==> src/shared/sched_defs.svh <==
/*
  Constants for the clause and wavefront scheduler: clause limits,
  switch cost, issue width, pair cadence and counter widths.
  Assumes it is included by bare name from the design files.
*/
`ifndef SCHED_DEFS_SVH
`define SCHED_DEFS_SVH

// -----------------------------------------------------------------
// clause formation
// -----------------------------------------------------------------
`define ALU_CLAUSE_MAX 128
`define CLAUSE_SWITCH_CYC 40

// -----------------------------------------------------------------
// issue and pair cadence
// -----------------------------------------------------------------
`define ISSUE_SLOTS 5
`define PAIR_QUARTERS 4
`define REG_READ_LAT 8

// -----------------------------------------------------------------
// sizing
// -----------------------------------------------------------------
`define WAVE_COUNT 4
`define FETCH_CNT_W 8

`endif

==> src/shared/sched_pkg.sv <==
/*
  Types shared by the scheduler files: scheduler states and
  instruction classes.
  Assumes nothing beyond a SystemVerilog compiler.
*/
package sched_pkg;

  typedef enum logic [3:0] {
    S_IDLE   = 4'h1,
    S_RUN    = 4'h2,
    S_SWITCH = 4'h4,
    S_WAIT   = 4'h8
  } sched_state_t;

  typedef enum logic [1:0] {
    CL_ALU    = 2'h0,
    CL_LSHARE = 2'h1,
    CL_FETCH  = 2'h2,
    CL_STORE  = 2'h3
  } op_class_t;

endpackage

==> src/rtl/wave_rr_arbiter.sv <==
/*
  Round-robin pick of one ready wavefront.
  Assumes req is stable in the cycle adv is raised.
*/
`timescale 1ns/1ns
`default_nettype none

module wave_rr_arbiter #(
  parameter int N = 4,
  parameter int W = $clog2(N)
) (
  input wire logic clk,
  input wire logic rst_n,
  input wire logic [N-1:0] req,
  input wire logic adv,
  output logic [W-1:0] gnt_idx,
  output logic gnt_any
);

  logic [W-1:0] ptr_r;

  // the last winner has the lowest priority next time
  always_comb begin
    gnt_idx = '0;
    gnt_any = 1'b0;
    for (int i = N; i >= 1; i--) begin
      if (req[(int'(ptr_r) + i) % N]) begin
        gnt_idx = W'((int'(ptr_r) + i) % N); // see [RULE_17]
        gnt_any = 1'b1;
      end
    end
  end

  always_ff @(posedge clk) begin
    if (!rst_n) begin
      ptr_r <= '0;
    end else if (adv && gnt_any) begin
      ptr_r <= gnt_idx;
    end
  end
endmodule

`default_nettype wire

==> src/rtl/issue_word_packer.sv <==
/*
  Packs accepted operations into wide issue words of SLOTS slots.
  Assumes op_take and flush never rise in the same cycle.
*/
`timescale 1ns/1ns
`default_nettype none

module issue_word_packer #(
  parameter int SLOTS = 5
) (
  input wire logic clk,
  input wire logic rst_n,
  input wire logic op_take,
  input wire logic op_dep,
  input wire logic op_mul32,
  input wire logic op_mad,
  input wire logic op_addr,
  input wire logic flush,
  output logic word_valid_r,
  output logic [SLOTS-1:0] word_fill_r,
  output logic [SLOTS-1:0] word_mad_r,
  output logic [SLOTS-1:0] word_addr_r
);

  localparam int CW = $clog2(SLOTS + 1);

  logic [CW-1:0] cnt_r;
  logic [SLOTS-1:0] fill_r;
  logic [SLOTS-1:0] mad_r;
  logic [SLOTS-1:0] addr_r;
  logic m32_r;

  // -----------------------------------------------------------------
  // word breaks
  // -----------------------------------------------------------------
  wire full = (cnt_r == CW'(SLOTS));
  wire clash = op_mul32 & m32_r; // see [RULE_15]
  wire brk = op_take & (cnt_r != '0) & (full | op_dep | clash); // see [RULE_13]
  wire emit = brk | (flush & (cnt_r != '0));
  wire [CW-1:0] base = emit ? '0 : cnt_r;
  wire [SLOTS-1:0] bit_sel = op_take ? (SLOTS'(1) << base) : '0;
  wire [SLOTS-1:0] fill_keep = emit ? '0 : fill_r;
  wire [SLOTS-1:0] mad_keep = emit ? '0 : mad_r;
  wire [SLOTS-1:0] addr_keep = emit ? '0 : addr_r;

  always_ff @(posedge clk) begin
    if (!rst_n) begin
      cnt_r <= '0;
      fill_r <= '0;
      mad_r <= '0;
      addr_r <= '0;
      m32_r <= 1'b0;
    end else if (emit || op_take) begin
      cnt_r <= op_take ? base + 1'b1 : '0;
      fill_r <= fill_keep | bit_sel;
      mad_r <= mad_keep | (op_mad ? bit_sel : '0); // see [RULE_14]
      addr_r <= addr_keep | (op_addr ? bit_sel : '0); // see [RULE_12]
      m32_r <= (m32_r & ~emit) | (op_take & op_mul32);
    end
  end

  always_ff @(posedge clk) begin
    if (!rst_n) begin
      word_valid_r <= 1'b0;
      word_fill_r <= '0;
      word_mad_r <= '0;
      word_addr_r <= '0;
    end else begin
      word_valid_r <= emit;
      if (emit) begin
        word_fill_r <= fill_r;
        word_mad_r <= mad_r;
        word_addr_r <= addr_r;
      end
    end
  end
endmodule

`default_nettype wire

==> src/rtl/clause_wavefront_scheduler.sv <==
/*
  Clause formation and wavefront scheduling for one compute unit.
  Assumes the instruction source presents the next instruction of
  the wavefront shown on WAVE_ID, and keeps it standing until taken.
*/
`timescale 1ns/1ns
`default_nettype none
`include "sched_defs.svh"

// Operation
// [RULE_01] close the clause when the next instruction changes class
// [RULE_02] an arithmetic clause ends after 128 operations
// [RULE_03] arithmetic and local share accesses share one clause
// [RULE_04] fetch, arithmetic and store never mix within a clause
// [RULE_05] run even wavefront four quarter cycles, then odd four cycles
// [RULE_06] idle member reads operands, hiding eight-cycle register reads
// [RULE_07] change wavefront only at a clause boundary
// [RULE_08] local share conflicts stall in place, no wavefront switch
// [RULE_09] marked arithmetic clause waits for all its fetches to finish
// [RULE_10] same-wavefront clause switch costs 40 cycles
// [RULE_11] at a boundary dispatch another ready wavefront at once
// [RULE_12] fetch and store address work uses arithmetic issue slots
// [RULE_13] issue words of five slots, dependent ops in separate words
// [RULE_14] multiply-add rounds after multiply and again after add
// [RULE_15] one 32-bit multiply per word, 24-bit ones in every slot
// [RULE_16] no packed 16-bit or 8-bit operations, only 32-bit
// [RULE_17] ready wavefronts are picked in round-robin order
module clause_wavefront_scheduler #(
  parameter int NW = `WAVE_COUNT,
  parameter int SLOTS = `ISSUE_SLOTS,
  parameter int ALU_MAX = `ALU_CLAUSE_MAX,
  parameter int SW_CYC = `CLAUSE_SWITCH_CYC,
  parameter int FCW = `FETCH_CNT_W
) (
  input wire logic SYS_CLK,
  input wire logic RST_N,
  input wire logic INSTR_VALID,
  input wire logic [1:0] INSTR_CLASS,
  input wire logic INSTR_SER_DEP,
  input wire logic INSTR_MUL32,
  input wire logic INSTR_MAD,
  input wire logic INSTR_PACKED,
  input wire logic INSTR_FETCH_DEP,
  input wire logic LSHARE_BUSY,
  input wire logic FETCH_DONE,
  input wire logic [NW-1:0] WAVE_READY,
  output logic INSTR_READY,
  output logic [$clog2(NW)-1:0] WAVE_ID,
  output logic DISPATCH,
  output logic CLAUSE_END,
  output logic [1:0] CLAUSE_KIND,
  output logic [$clog2(ALU_MAX+1)-1:0] CLAUSE_LEN,
  output logic SWITCHING,
  output logic FETCH_WAIT,
  output logic [FCW-1:0] FETCH_PENDING,
  output logic EXEC_ODD,
  output logic [1:0] QUARTER,
  output logic STAGE_ODD,
  output logic OP_REJECT,
  output logic WORD_VALID,
  output logic [SLOTS-1:0] WORD_FILL,
  output logic [SLOTS-1:0] WORD_MAD,
  output logic [SLOTS-1:0] WORD_ADDR
);

  localparam int WW = $clog2(NW);
  localparam int LW = $clog2(ALU_MAX + 1);
  localparam int TW = $clog2(SW_CYC + 1);
  localparam int PW = $clog2(`REG_READ_LAT);

  // -----------------------------------------------------------------
  // state
  // -----------------------------------------------------------------
  sched_pkg::sched_state_t state_r;
  sched_pkg::sched_state_t state_nxt;
  sched_pkg::op_class_t cls_in;
  sched_pkg::op_class_t kind_in;
  sched_pkg::op_class_t kind_r;
  logic open_r;
  logic [LW-1:0] len_r;
  logic [WW-1:0] wave_r;
  logic [PW-1:0] phase_r;
  logic [FCW-1:0] fcnt_r;
  logic ready_r;
  logic disp_r;
  logic cend_r;
  logic rej_r;
  logic sw_r;
  logic wait_r;
  logic stage_r;
  logic go_disp;
  logic [TW-1:0] sw_len_r;
  logic [NW-1:0] elig;
  logic [NW-1:0] tmr_zero;
  logic [WW-1:0] gnt_idx;
  logic gnt_any;

  // -----------------------------------------------------------------
  // instruction decode
  // -----------------------------------------------------------------
  assign cls_in = sched_pkg::op_class_t'(INSTR_CLASS);
  // local share accesses ride in the arithmetic clause
  assign kind_in = (cls_in == sched_pkg::CL_LSHARE) ? sched_pkg::CL_ALU : cls_in; // see [RULE_03]

  wire run = (state_r == sched_pkg::S_RUN);
  wire offer = INSTR_VALID & ready_r & ~LSHARE_BUSY; // see [RULE_08]
  wire rej = offer & INSTR_PACKED; // see [RULE_16]
  wire legal = offer & ~INSTR_PACKED;
  wire cap_hit = (kind_r == sched_pkg::CL_ALU) & (len_r == LW'(ALU_MAX)); // see [RULE_02]
  wire kind_chg = (kind_in != kind_r); // see [RULE_01]
  wire close_ev = legal & open_r & (kind_chg | cap_hit); // see [RULE_04]
  wire dep_blk = legal & ~open_r & (kind_in == sched_pkg::CL_ALU)
    & INSTR_FETCH_DEP & (fcnt_r != '0); // see [RULE_09]
  wire take = legal & ~close_ev & ~dep_blk;
  wire is_mem = (kind_in == sched_pkg::CL_FETCH) | (kind_in == sched_pkg::CL_STORE);
  wire fetch_inc = take & (kind_in == sched_pkg::CL_FETCH);
  wire fetch_dec = FETCH_DONE & ((fcnt_r != '0) | fetch_inc);
  wire adv_ph = run & ~LSHARE_BUSY; // see [RULE_08]
  wire [PW-1:0] phase_nxt = adv_ph ? phase_r + 1'b1 : phase_r;
  wire cur_zero = tmr_zero[wave_r];

  // -----------------------------------------------------------------
  // per-wavefront switch timers
  // -----------------------------------------------------------------
  for (genvar w = 0; w < NW; w++) begin : g_wave
    logic [TW-1:0] cnt_r;
    wire cur = (wave_r == WW'(w));
    assign tmr_zero[w] = (cnt_r == '0);
    // the running wavefront is never offered to itself
    assign elig[w] = WAVE_READY[w] & tmr_zero[w] & ~(cur & (state_r != sched_pkg::S_IDLE));
    always_ff @(posedge SYS_CLK) begin
      if (!RST_N) begin
        cnt_r <= '0;
      end else if (close_ev && cur) begin
        cnt_r <= TW'(SW_CYC - 1); // see [RULE_10]
      end else if (cnt_r != '0) begin
        cnt_r <= cnt_r - 1'b1;
      end
    end
  end

  wave_rr_arbiter #(
    .N(NW),
    .W(WW)
  ) u_arb (
    .clk(SYS_CLK),
    .rst_n(RST_N),
    .req(elig),
    .adv(go_disp),
    .gnt_idx(gnt_idx),
    .gnt_any(gnt_any)
  );

  // -----------------------------------------------------------------
  // scheduler state machine
  // -----------------------------------------------------------------
  always_comb begin
    state_nxt = state_r;
    go_disp = 1'b0;
    unique case (state_r)
      sched_pkg::S_IDLE: begin
        if (gnt_any) begin
          state_nxt = sched_pkg::S_RUN;
          go_disp = 1'b1;
        end
      end
      sched_pkg::S_RUN: begin
        if (close_ev) begin
          if (gnt_any) begin
            go_disp = 1'b1; // see [RULE_11]
          end else begin
            state_nxt = sched_pkg::S_SWITCH; // see [RULE_10]
          end
        end else if (dep_blk) begin
          state_nxt = sched_pkg::S_WAIT; // see [RULE_09]
        end
      end
      sched_pkg::S_SWITCH: begin
        if (gnt_any) begin
          state_nxt = sched_pkg::S_RUN; // see [RULE_11]
          go_disp = 1'b1;
        end else if (cur_zero) begin
          state_nxt = WAVE_READY[wave_r] ? sched_pkg::S_RUN : sched_pkg::S_IDLE;
        end
      end
      sched_pkg::S_WAIT: begin
        if (fcnt_r == '0) begin
          state_nxt = sched_pkg::S_RUN;
        end
      end
      default: begin
        state_nxt = sched_pkg::S_IDLE;
      end
    endcase
  end

  always_ff @(posedge SYS_CLK) begin
    if (!RST_N) begin
      state_r <= sched_pkg::S_IDLE;
      ready_r <= 1'b0;
      sw_r <= 1'b0;
      wait_r <= 1'b0;
    end else begin
      state_r <= state_nxt;
      ready_r <= (state_nxt == sched_pkg::S_RUN);
      sw_r <= (state_nxt == sched_pkg::S_SWITCH);
      wait_r <= (state_nxt == sched_pkg::S_WAIT);
    end
  end

  // wavefront identity changes only on a dispatch
  always_ff @(posedge SYS_CLK) begin
    if (!RST_N) begin
      wave_r <= '0;
      disp_r <= 1'b0;
    end else begin
      disp_r <= go_disp;
      if (go_disp) begin
        wave_r <= gnt_idx; // see [RULE_07]
      end
    end
  end

  // -----------------------------------------------------------------
  // clause tracking
  // -----------------------------------------------------------------
  always_ff @(posedge SYS_CLK) begin
    if (!RST_N) begin
      open_r <= 1'b0;
      kind_r <= sched_pkg::CL_ALU;
      len_r <= '0;
    end else if (close_ev) begin
      open_r <= 1'b0; // see [RULE_01]
    end else if (take) begin
      open_r <= 1'b1;
      kind_r <= kind_in;
      len_r <= open_r ? len_r + 1'b1 : LW'(1);
    end
  end

  always_ff @(posedge SYS_CLK) begin
    if (!RST_N) begin
      cend_r <= 1'b0;
      rej_r <= 1'b0;
      fcnt_r <= '0;
    end else begin
      cend_r <= close_ev;
      rej_r <= rej;
      fcnt_r <= fcnt_r + FCW'(fetch_inc) - FCW'(fetch_dec);
    end
  end

  // -----------------------------------------------------------------
  // even/odd pair cadence
  // -----------------------------------------------------------------
  // the member not executing stages operands over the same 4 cycles
  always_ff @(posedge SYS_CLK) begin
    if (!RST_N) begin
      phase_r <= '0;
      stage_r <= 1'b1;
    end else begin
      phase_r <= phase_nxt; // see [RULE_05]
      stage_r <= ~phase_nxt[PW-1]; // see [RULE_06]
    end
  end

  // -----------------------------------------------------------------
  // issue word packing
  // -----------------------------------------------------------------
  issue_word_packer #(
    .SLOTS(SLOTS)
  ) u_pack (
    .clk(SYS_CLK),
    .rst_n(RST_N),
    .op_take(take),
    .op_dep(INSTR_SER_DEP),
    .op_mul32(INSTR_MUL32),
    .op_mad(INSTR_MAD),
    .op_addr(is_mem),
    .flush(close_ev),
    .word_valid_r(WORD_VALID),
    .word_fill_r(WORD_FILL),
    .word_mad_r(WORD_MAD),
    .word_addr_r(WORD_ADDR)
  );

  // -----------------------------------------------------------------
  // outputs
  // -----------------------------------------------------------------
  assign INSTR_READY = ready_r;
  assign WAVE_ID = wave_r;
  assign DISPATCH = disp_r;
  assign CLAUSE_END = cend_r;
  assign CLAUSE_KIND = kind_r;
  assign CLAUSE_LEN = len_r;
  assign SWITCHING = sw_r;
  assign FETCH_WAIT = wait_r;
  assign FETCH_PENDING = fcnt_r;
  assign EXEC_ODD = phase_r[PW-1];
  assign QUARTER = phase_r[1:0];
  assign STAGE_ODD = stage_r;
  assign OP_REJECT = rej_r;

  // -----------------------------------------------------------------
  // checks
  // -----------------------------------------------------------------
  always_ff @(posedge SYS_CLK) begin
    if (!RST_N || state_r != sched_pkg::S_SWITCH) begin
      sw_len_r <= '0;
    end else begin
      sw_len_r <= sw_len_r + 1'b1;
    end
  end
endmodule

`default_nettype wire

==> config.mk <==
export PLATFORM = sky130hd
export DESIGN_NAME = clause_wavefront_scheduler
export DESIGN_NICKNAME = d
export VERILOG_FILES = /design/src/shared/sched_pkg.sv /design/src/rtl/wave_rr_arbiter.sv /design/src/rtl/issue_word_packer.sv /design/src/rtl/clause_wavefront_scheduler.sv
export VERILOG_INCLUDE_DIRS = /design/src /design/src/shared
export SDC_FILE = /design/constraint.sdc
export NUM_CORES = 1
export LEC_CHECK = 0
export ABC_AREA = 1
export BUFFER_PORTS_ARGS = -buffer_cell sky130_fd_sc_hd__buf_2
export CAP_MARGIN = 20
export CORE_MARGIN = 2
export CORE_UTILIZATION = 62
export CTS_CLUSTER_DIAMETER = 120
export DETAILED_ROUTE_END_ITERATION = 7
export PLACE_DENSITY_LB_ADDON = 0.3
export SYNTH_ARGS = -nofsm -noshare
export SYNTH_HDL_FRONTEND = slang
export SYNTH_SLANG_ARGS = --single-unit
export TNS_END_PERCENT = 10
==> constraint.sdc <==
create_clock -name SYS_CLK -period 9.85 [get_ports SYS_CLK]
set_clock_uncertainty 0.1 [all_clocks]
set_input_delay 0.4925 -clock SYS_CLK [delete_from_list [all_inputs] [get_ports SYS_CLK]]
set_output_delay 0.4925 -clock SYS_CLK [all_outputs]
set_load 0.03 [all_outputs]
### Word-level counts from Yosys, hierarchy flattened

Index checks and enable logic that the tools add are counted.

| cells by class | value |
|---|---|
| divide/modulo/power cells | 0 |
| order comparisons | 5 |
| add/sub/neg operators | 13 |
| mux-type cells | 55 |
| multipliers | 0 |
| bitwise logic cells | 60 |
| shifts and indexed selects | 1 |
| equality and inequality tests | 17 |
| reductions and logical operators | 35 |

Operators by type and width:

| operator | count |
|---|---|
| two-way mux 6 bit | 8 |
| bitwise AND 1 bit | 34 |
| two-way mux 5 bit | 6 |
| two-way mux 4 bit | 7 |
| zero test 6 bit | 4 |
| nonzero test 6 bit | 4 |
| subtractor 6 x 1 -> 6 bit, second input constant | 4 |
| OR reduction 2 bit | 10 |
| < comparator 3 x 4 -> 1 bit, second input constant | 4 |
| two-way mux 1 bit | 16 |
| one-hot mux 4 bit (4 select lines) | 1 |
| OR 5 bit | 3 |
| binary-select mux 1 bit (select 2 bit) | 6 |
| two-way mux 2 bit | 6 |
| inverter 1 bit | 12 |
| two-way mux 3 bit | 3 |
| adder 8 x 1 -> 8 bit | 1 |
| adder 8 x 1 -> 8 bit, second input constant | 1 |
| == test 2 bit, second input constant | 4 |
| == test 4 x 2 -> 1 bit, second input constant | 2 |
| == test 4 x 3 -> 1 bit, second input constant | 2 |
| == test 4 bit, second input constant | 2 |
| == test 8 bit, second input constant | 1 |
| zero test 8 bit | 1 |
| other kinds (22) | 44 |

| storage, ports and cells | value |
|---|---|
| memory bits (read-only) | 0 |
| flip-flop bits (word level) | 96 |
| bits in latches | 0 |
| word-level logic and storage cells | 219 |
| memories kept | 0 |
| bits in writable memories | 0 |

### Longest topological paths before layout

Gate-level depths: netlist of the first run.

| logic depth | value |
|---|---|
| depth in word-level cells | 17 |
| depth in mapped cells | 26 |
| depth with buffers taken out | 26 |

### Hierarchy

A second synthesis of the first run with hierarchy kept.

| unflattened totals | value |
|---|---|
| cell total of the unflattened synthesis | 696 |
| area total of the unflattened synthesis | 5187.5 sq um |

By module, submodules not included:

| module | area each (sq um) | times used | cells each |
|---|---|---|---|
| clause_wavefront_scheduler | 3404.5 | 1 | 459 |
| issue_word_packer | 1447.6 | 1 | 172 |
| wave_rr_arbiter | 335.3 | 1 | 65 |

### Least setup slack after synthesis of the first run

OpenSTA, ideal clock, no wires.

| timing path | value |
|---|---|
| path type | flip-flop to flip-flop |
| start | reg fcnt_r[2], in the netlist FETCH_PENDING[2] |
| end | reg fcnt_r[6], in the netlist FETCH_PENDING[6] |
| data arrival time | 3.268 ns |
| path buffers | 0 |
| cell stages (with the launch flop) | 26 |
| setup time | 0.070 ns |
| slack | 6.412 ns |
| path through | dfxtp_1 inv_1 ha_1 inv_1 nor2_1 nand3_1 nand3b_1 nor2_2 nor2_2 nand2_4 inv_4 nand2_1 or2_1 a21boi_2 ha_1 inv_1 ha_1 inv_1 fa_1 nor3_1 a211oi_1 nor2_1 nor2_1 o21bai_1 o21ai_0 a21oi_1 |

| between the ends | value |
|---|---|
| longest elaborated chain between the ends | 8 |
| elaborated cells on any way between the ends | 9 |
| classes of those cells | add/sub: 2; bitwise: 6; reduce/logical: 1 |

RTL lines:

| what | line | source |
|---|---|---|
| from (decl) | clause_wavefront_scheduler.sv:83 | `logic [FCW-1:0] fcnt_r;` |
| from (signal assigned) | clause_wavefront_scheduler.sv:249 | `fcnt_r <= fcnt_r + FCW'(fetch_inc) - FCW'(fetch_dec);` |
| branches (longest 7 deep; another with adder 8 x 1 -> 8 bit) | -- |  |
| subtractor 8 x 1 -> 8 bit * | clause_wavefront_scheduler.sv:249 |  |

Every way passes the cells marked *.
A chain may end at the register's enable or synchronous reset.

### Final worst setup path of the first run

Same ends and word-level chain as after synthesis.

==> results of run 1 <==
[worst paths after layout]
kind	to	slack, ps	cells past startpoint
worst max-delay path	FETCH_PENDING[6]	6020	25
worst min-delay path	OP_REJECT	260	3
worst min register to register	u_pack.m32_r	370	2
worst max register to register	FETCH_PENDING[6]	6020	25
[state kept, by name, indices dropped and copies added, names as in the netlist, 2 cells and up]
signal / flops
CLAUSE_KIND: 2
CLAUSE_LEN: 8
FETCH_PENDING: 8
WAVE_ID: 2
g_wave.cnt_r: 24
phase_r: 3
state_r: 4
u_arb.ptr_r: 2
u_pack.addr_r: 5
u_pack.cnt_r: 3
u_pack.fill_r: 5
u_pack.mad_r: 5
u_pack.word_addr_r: 5
u_pack.word_fill_r: 5
u_pack.word_mad_r: 5
[cell usage in the layout (no fill, tap or decap), types with 2 or more instances in the layout]
master    Yosys  final
inv_6         0      3
xor2_1       14     14
ha_1         27     27
inv_1        75     75
nand4_1       6      6
nand2_2       6      6
inv_2         4      4
o211ai_1      2      2
a211oi_1      2      2
dfxtp_1      96     96
nor2_2       17     17
nand3_4       3      3
nand3_1      39     39
a21oi_1      62     62
o21ai_1      14     14
nand2_1     108    108
nor3_1        8      8
or2_2         5      5
o21ai_0      26     26
buf_2         3     61
nor3b_1       2      2
nor2_1       76     76
clkbuf_8      0     10
o31ai_1       4      4
a22oi_1       3      3
nand2_4       3      3
[worst max-delay path, stage by stage (launching register included)]
cell	delay (ps)
dfxtp_1	340
inv_1	80
ha_1	140
inv_1	30
nor2_1	70
nand3_1	130
nand3b_1	140
nor2_2	60
nor2_2	140
nand2_4	190
inv_4	150
nand2_1	70
or2_1	250
a21boi_2	130
ha_1	230
inv_1	60
ha_1	170
inv_1	60
fa_1	410
nor3_1	190
a211oi_1	90
nor2_1	100
nor2_1	40
o21bai_1	140
o21ai_0	90
a21oi_1	160
[layout make-up]
class / instances / area (um2)
Clock buffer: 11 / 141.4
Fill cell: 673 / 2332
Multi-Input combinational cell: 442 / 2464
Timing Repair Buffer: 62 / 312.8
Tap cell: 102 / 127.6
Inverter: 80 / 302.8
Clock inverter: 5 / 45.04
Sequential cell: 96 / 1922
[metal layers]
| metal | routed length [um] | global-route usage | part of all wire | vias up |
|---|---|---|---|---|
| met3 | 560 | 0.04191 | 0.058 | 13 |
| met2 | 4561 | 0.4124 | 0.47 | 109 |
| met1 | 4396 | 0.3108 | 0.45 | 1863 |
| met4 | 148 | 0.08085 | 0.015 | 0 |
| li1 | - | - | - | 2165 |
| met5 | 0 | 0 | 0 | - |
[power by group through the flow]
stage          clock network [mW]  registers, mW  logic, mW
3_5_place_dp                    0          0.527      0.627
3_3_place_gp                    0          0.523      0.600
4_1_cts                     0.252          0.518      0.632
2_1_floorplan                   0          0.556      0.471
6_report                    0.246          0.519      0.631
5_1_grt                     0.268          0.529      0.721
[cells by family after synthesis]
family,count (synthesis),share of synthesized area
simple gates,279,0.2703
xor+xnor,15,0.02722
flops,96,0.3981
buf+inv,99,0.09150
compound gates,120,0.1387
fa+ha+maj,28,0.07413
[per-stage QoR]
stage          utilization  power [mW]  worst slack, ps  cells  area, um2
6_report            0.6950       1.396             6019    798       5315
5_1_grt             0.6950       1.518             5570    798       5315
4_1_cts             0.6950       1.403             6022    798       5315
3_5_place_dp        0.6706       1.154             5970    782       5129
3_3_place_gp        0.6706       1.123             6150    782       5129
2_1_floorplan            -       1.027             6412    637       4827
==> out/qor.yml, run 1 <==
route:
  wl_per_cell_um: 12.11
  detailedRoute.firstIterationViolations: 240
  drc: 0
  finalWirelength_um: 9667
  via_count: 4150
  firstDrtPassIters: 5
  antenna_violating_nets_post_route: 0
  post_drt_via_cell_ratio: 5.201
timing:
  timing.final.setup_violations: 0
  final.period_utilization: 0.3889
  maxSlewHeadroom: 0.5684
  report.final.hold_viol_count: 0
  fmax_mhz: 261.1
  worst_pin_slew_ps: 647.3
  finalMaxSlewViolations: 0
  worst_hold_slack_after_final_layout_ps: 256.2
  grt_setup_unrepaired: "false"
  layout_min_cycle_time_ps: 3831
  tns_ps: 0
placed_design:
  io_buffer_count: 61
  finalWeightedCongestion: 0.8910
  detailed_place_hpwl_um: 7052
power_and_ir_drop:
  p_sw_frac: 0.4298
  vdd.ir_drop.worst_mv: 0.2081
  cell_internal_pwr_mw: 0.7958
  power.sequential.fraction: 0.372
  share_of_total_power_in_the_clock_network: 0.176
  switchingPower_mw: 0.5999
  total_leakage_power_nw: 2.495
  power.share.combinational: 0.452
  power_per_cell_area_nw_per_um2: 262.6
synth:
  synth_nets: 681
  synth.ff_latch_count: 96
  synth_edf_count: 0
  synth_seq_area_share: 0.3981
  synthFlopType: "dfxtp_1"
  synth.yosys.warnings: 0
  synthMostInstantiatedCell: "nand2_1"
  asyncSetResetFlopFracSynth: 0
  synth_cell_type_count: 44
  synthesis.instances: 637
  synth.top_cells.by_count: "nand2_1 (108), dfxtp_1 (96), nor2_1 (76)"
  synth_top_area_share: 0.3981
  syn_area_um2: 4827
  yosys-top-cells-area: "dfxtp_1 (40%), nand2_1 (8.4%), ha_1 (7.0%)"
  synth.avg_cell_area_um2: 7.578
  synth_top_cell_by_area: "dfxtp_1"
critical_path:
  cp_endpoint_kind: "flip-flop"
  crit_path_max_fanout: 24
  critical_path_arrival_ps: 4040
  critPathKind: "flip-flop to flip-flop"
  cp-start-kind: "flip-flop"
  critPathRequiredTime_ps: 10060
  critical_path.reg2reg.startpoint: "FETCH_PENDING[2]"
  startpoint: "FETCH_PENDING[2]"
status:
  run_status: "finished clean"
floorplanning:
  design.portCount: 62
  floorplan.rows: 32
  die_area_um2: 8507
  floorplan.die.height_um: 92.24
  die_x_um: 92.24
  initial_utilization: 0.6312
  core_region_area_um2: 7647
grt:
  grt_pass1_wl_um: 16910
  groute.usage.overall: 0.2419
  grt_remaining_overflow: 0
  antenna_found_initial: 0
  grt_max_degree: 50
  first_global_vias: 3846
cells_and_area:
  layout-area-overhead-vs-synth_pct: 10.11
  final_nets: 735
  drive_above_1_share: 0.1782
  diodes: 0
clocking:
  path_clk_slew_ps: 100
  h_tree_depth: 3
  tritoncts.num_buffers: 9
  clk_latency_ps: 370
  post-cts-setup-buffer-count: 0
  number_of_resized_instances_in_the_post_cts_repair_step: 0
  tritoncts_num_sinks: 96
  cts_hold_repair.buffers: 0
  cts_tree: "yes"
  ctsLongestPathBuffers: 2
  ctsRootBufferMaster: "clkbuf_8"
hold_path:
  holdCritPathClass: "input pin to flip-flop"
  hold_path_startpoint: "INSTR_PACKED"
run:
  drv.max_cap_violation_count: 0
Power figures use the tool's default switching activity.
==> run 2, diff against run 1 <==
- CORE_UTILIZATION: 62 -> 52
- clock period: 9.85 -> 3.4 ns (I/O delays scaled with it)
==> run 2 against run 1 <==
Net effect:
- the flow now finishes with violations (setup timing)
- cell count rose by 3.3%
- non-clock buffer count up 17
- via count is 1.7% higher
- critical endpoint unchanged
- routed wire length rose by 4.8%
- die area up 18%
- cell area increased by 5.0%
- sequential power rose to 2.9 times the previous value
- critical path depth is the same
- maximum frequency is 7.3% higher
- register-to-register slack got worse by 6200 ps
- worst setup slack got worse by 6200 ps
- first-iteration DRC count decreased by 43%
==> out/qor.yml, run 2 (same netlist as run 1, synthesis figures left out) <==
clocking:
  clk_latency_ps: 370  # about the same
  cts_tree: "yes"  # unchanged
  h_tree_depth: 3  # unchanged
  ctsRootBufferMaster: "clkbuf_8"  # unchanged
  tritoncts_num_sinks: 96  # unchanged
  path_clk_slew_ps: 100  # about the same
  ctsLongestPathBuffers: 2  # unchanged
  tritoncts.num_buffers: 9  # unchanged
placed_design:
  placed_cells_incl_taps: 798  # was 782
  io_buffer_count: 61  # unchanged
  detailed_place_hpwl_um: 7199  # was 7052 um
  placement.setup.worst_slack_ps: -149.4  # was 5970 ps
  placedInstanceArea_um2: 5197  # was 5129 um2
  finalWeightedCongestion: 0.8485  # was 0.8910
grt:
  grt_remaining_overflow: 0  # unchanged
  groute.usage.overall: 0.2038  # was 0.2419
  grt_pass1_wl_um: 16900  # was 16910 um
  antenna_found_initial: 0  # unchanged
  first_global_vias: 3980  # was 3846
  grt_max_degree: 40  # was 50
floorplanning:
  design.portCount: 62  # unchanged
  core_region_area_um2: 9109  # was 7647 um2
  die_area_um2: 10070  # was 8507 um2
  floorplan.die.height_um: 100.4  # was 92.24 um
  die_x_um: 100.4  # was 92.24 um
  initial_utilization: 0.5299  # was 0.6312
  floorplan.rows: 35  # was 32
power_and_ir_drop:
  vdd.ir_drop.worst_mv: 0.5195  # was 0.2081 mV
  power_per_cell_area_nw_per_um2: 787.5  # was 262.6 nW/um2
  total_leakage_power_nw: 2.604  # was 2.495 nW
critical_path:
  critical_path.reg2reg.startpoint: "FETCH_PENDING[3]"  # was FETCH_PENDING[2]
  r2r_cells: 25  # unchanged
  critPathKind: "flip-flop to flip-flop"  # unchanged
  cp_endpoint_kind: "flip-flop"  # unchanged
  cp-start-kind: "flip-flop"  # unchanged
  startpoint: "FETCH_PENDING[3]"  # was FETCH_PENDING[2]
  crit_path_max_fanout: 3  # was 24
  critPathRequiredTime_ps: 3590  # was 10060 ps
  critical_path_arrival_ps: 3760  # was 4040 ps
status:
  failing_checks: "setup timing"
  run_status: "complete, but fails checks"  # was finished clean
timing:
  layout_min_cycle_time_ps: 3571  # was 3831 ps
  finalMaxSlewViolations: 0  # unchanged
  maxSlewHeadroom: 0.4303  # was 0.5684
  worst_pin_slew_ps: 853.6  # was 647.3 ps
  tns_ps: -171.2  # was 0 ps
  grt_setup_unrepaired: "true"  # was false
  post-route-worst-setup-slack_ps: -171.2  # was 6019 ps
  fmax_mhz: 280.0  # was 261.1 MHz
  final.period_utilization: 1.050  # was 0.3889
  report.final.hold_viol_count: 0  # unchanged
  timing.final.setup_violations: 1  # was 0
route:
  wl_per_cell_um: 12.29  # was 12.11 um
  routed.top_layer: "met4"  # unchanged
  met3RoutedLength_um: 452  # was 560 um
  post_drt_via_cell_ratio: 5.124  # was 5.201
  wl_met2_um: 4812  # was 4561 um
  finalWirelength_um: 10130  # was 9667 um
  antenna_violating_nets_post_route: 0  # unchanged
  detailed_routing_wirelength_on_met1_um: 4696  # was 4396 um
  firstDrtPassIters: 5  # unchanged
  drc: 0  # unchanged
  via_count: 4222  # was 4150
  detailedRoute.firstIterationViolations: 138  # was 240
cells_and_area:
  largest_register_ffs: 24  # unchanged
  finish.cell_count_without_fillers: 824  # was 798
  drive_above_1_share: 0.2258  # was 0.1782
  largest_register: "g_wave.cnt_r"  # unchanged
  layout-area-overhead-vs-synth_pct: 15.63  # was 10.11%
  layout.cells.most_common_list: "nand2_1 (107), dfxtp_1 (92), nor2_1 (74)"  # was nand2_1 (108), dfxtp_1 (96), nor2_1 (76)
  finalInstanceArea_um2: 5582  # was 5315 um2
  diodes: 0  # unchanged
  postLayoutCoreUtil: 0.6128  # was 0.6950
  most_common_library_cell_in_the_layout_ignoring_fill_and_taps: "nand2_1"  # unchanged
  final_nets: 752  # was 735
hold_path:
  worst_hold_path.num_cells: 3  # unchanged
  holdCritPathClass: "input pin to flip-flop"  # unchanged
  hold_path_startpoint: "LSHARE_BUSY"  # was INSTR_PACKED
run:
  drv.max_cap_violation_count: 0  # unchanged
[run 2: changes by cell type in the layout (fill, tap and decap cells not counted), moves of 2 or more]
cell / delta
dfxtp_2: +4
ha_4: +2
buf_4: +13
nor2_2: +2
dlygate4sd3_1: +4
inv_6: -2
inv_8: +2
inv_1: -7
nor2_1: -2
inv_2: +7
dfxtp_1: -4
bufinv_16: +2
ha_1: -3
[run 2: critical path: stages (launching register included)]
cell	delay, ps
dfxtp_2	340
inv_2	70
ha_4	130
inv_2	30
nor2_2	100
nand3_2	80
nand3b_1	130
nor2_2	60
nor2_2	140
nand2_4	80
inv_4	60
nand2_2	50
or2_4	260
a21boi_2	130
ha_1	230
inv_1	60
ha_2	170
inv_2	40
fa_2	410
nor3_4	160
a211oi_2	90
nor2_1	120
nor2_1	60
o21bai_1	170
o21ai_1	90
a21oi_1	130
[run 2: what timing repair did]
action                     CTS  global route
gates resized for setup      2            21
hold buffers                 4             0
hold endpoints to repair     4             0
setup endpoints to repair    1             4
setup buffers                2             4
pin swaps                    2            19
[run 2: final timing paths]
| kind | to | slack [ps] |
|---|---|---|
| setup / recovery | FETCH_PENDING[6] | -170 |
| hold / removal | phase_r[0] | 50 |
| setup reg to reg | FETCH_PENDING[6] | -170 |
| hold reg to reg | u_pack.mad_r[0] | 370 |
[run 2: cell type report]
class                      instances  area (um2)
clock buffer                       9       123.9
clock inverter                     7       110.1
fill                             844        3527
inverter                          80       302.8
multi-input combinational        442        2529
sequential                        96        1927
tap                              111       138.9
timing repair buffer              79       450.4
[run 2: routing by layer]
layer,vias to the layer above,global-route usage
met5,-,0
met4,0,0.07587
met3,19,0.03969
met2,84,0.3567
met1,1925,0.2479
li1,2194,-
[run 2: report_power, final]
group,internal [mW],switching [mW],leakage (nW)
clock,0.433,0.440,0.116
combinational,0.773,1.25,1.70
sequential,1.34,0.164,0.783
total,2.54,1.85,2.60
[run 2: metrics by stage]
stage	hold WS, ps	power [mW]
3_5_place_dp	317.5	3.381
2_1_floorplan	188.7	2.982
5_1_grt	85.84	4.736
6_report	49.45	4.395
4_1_cts	39.44	4.273
3_3_place_gp	313.5	3.294
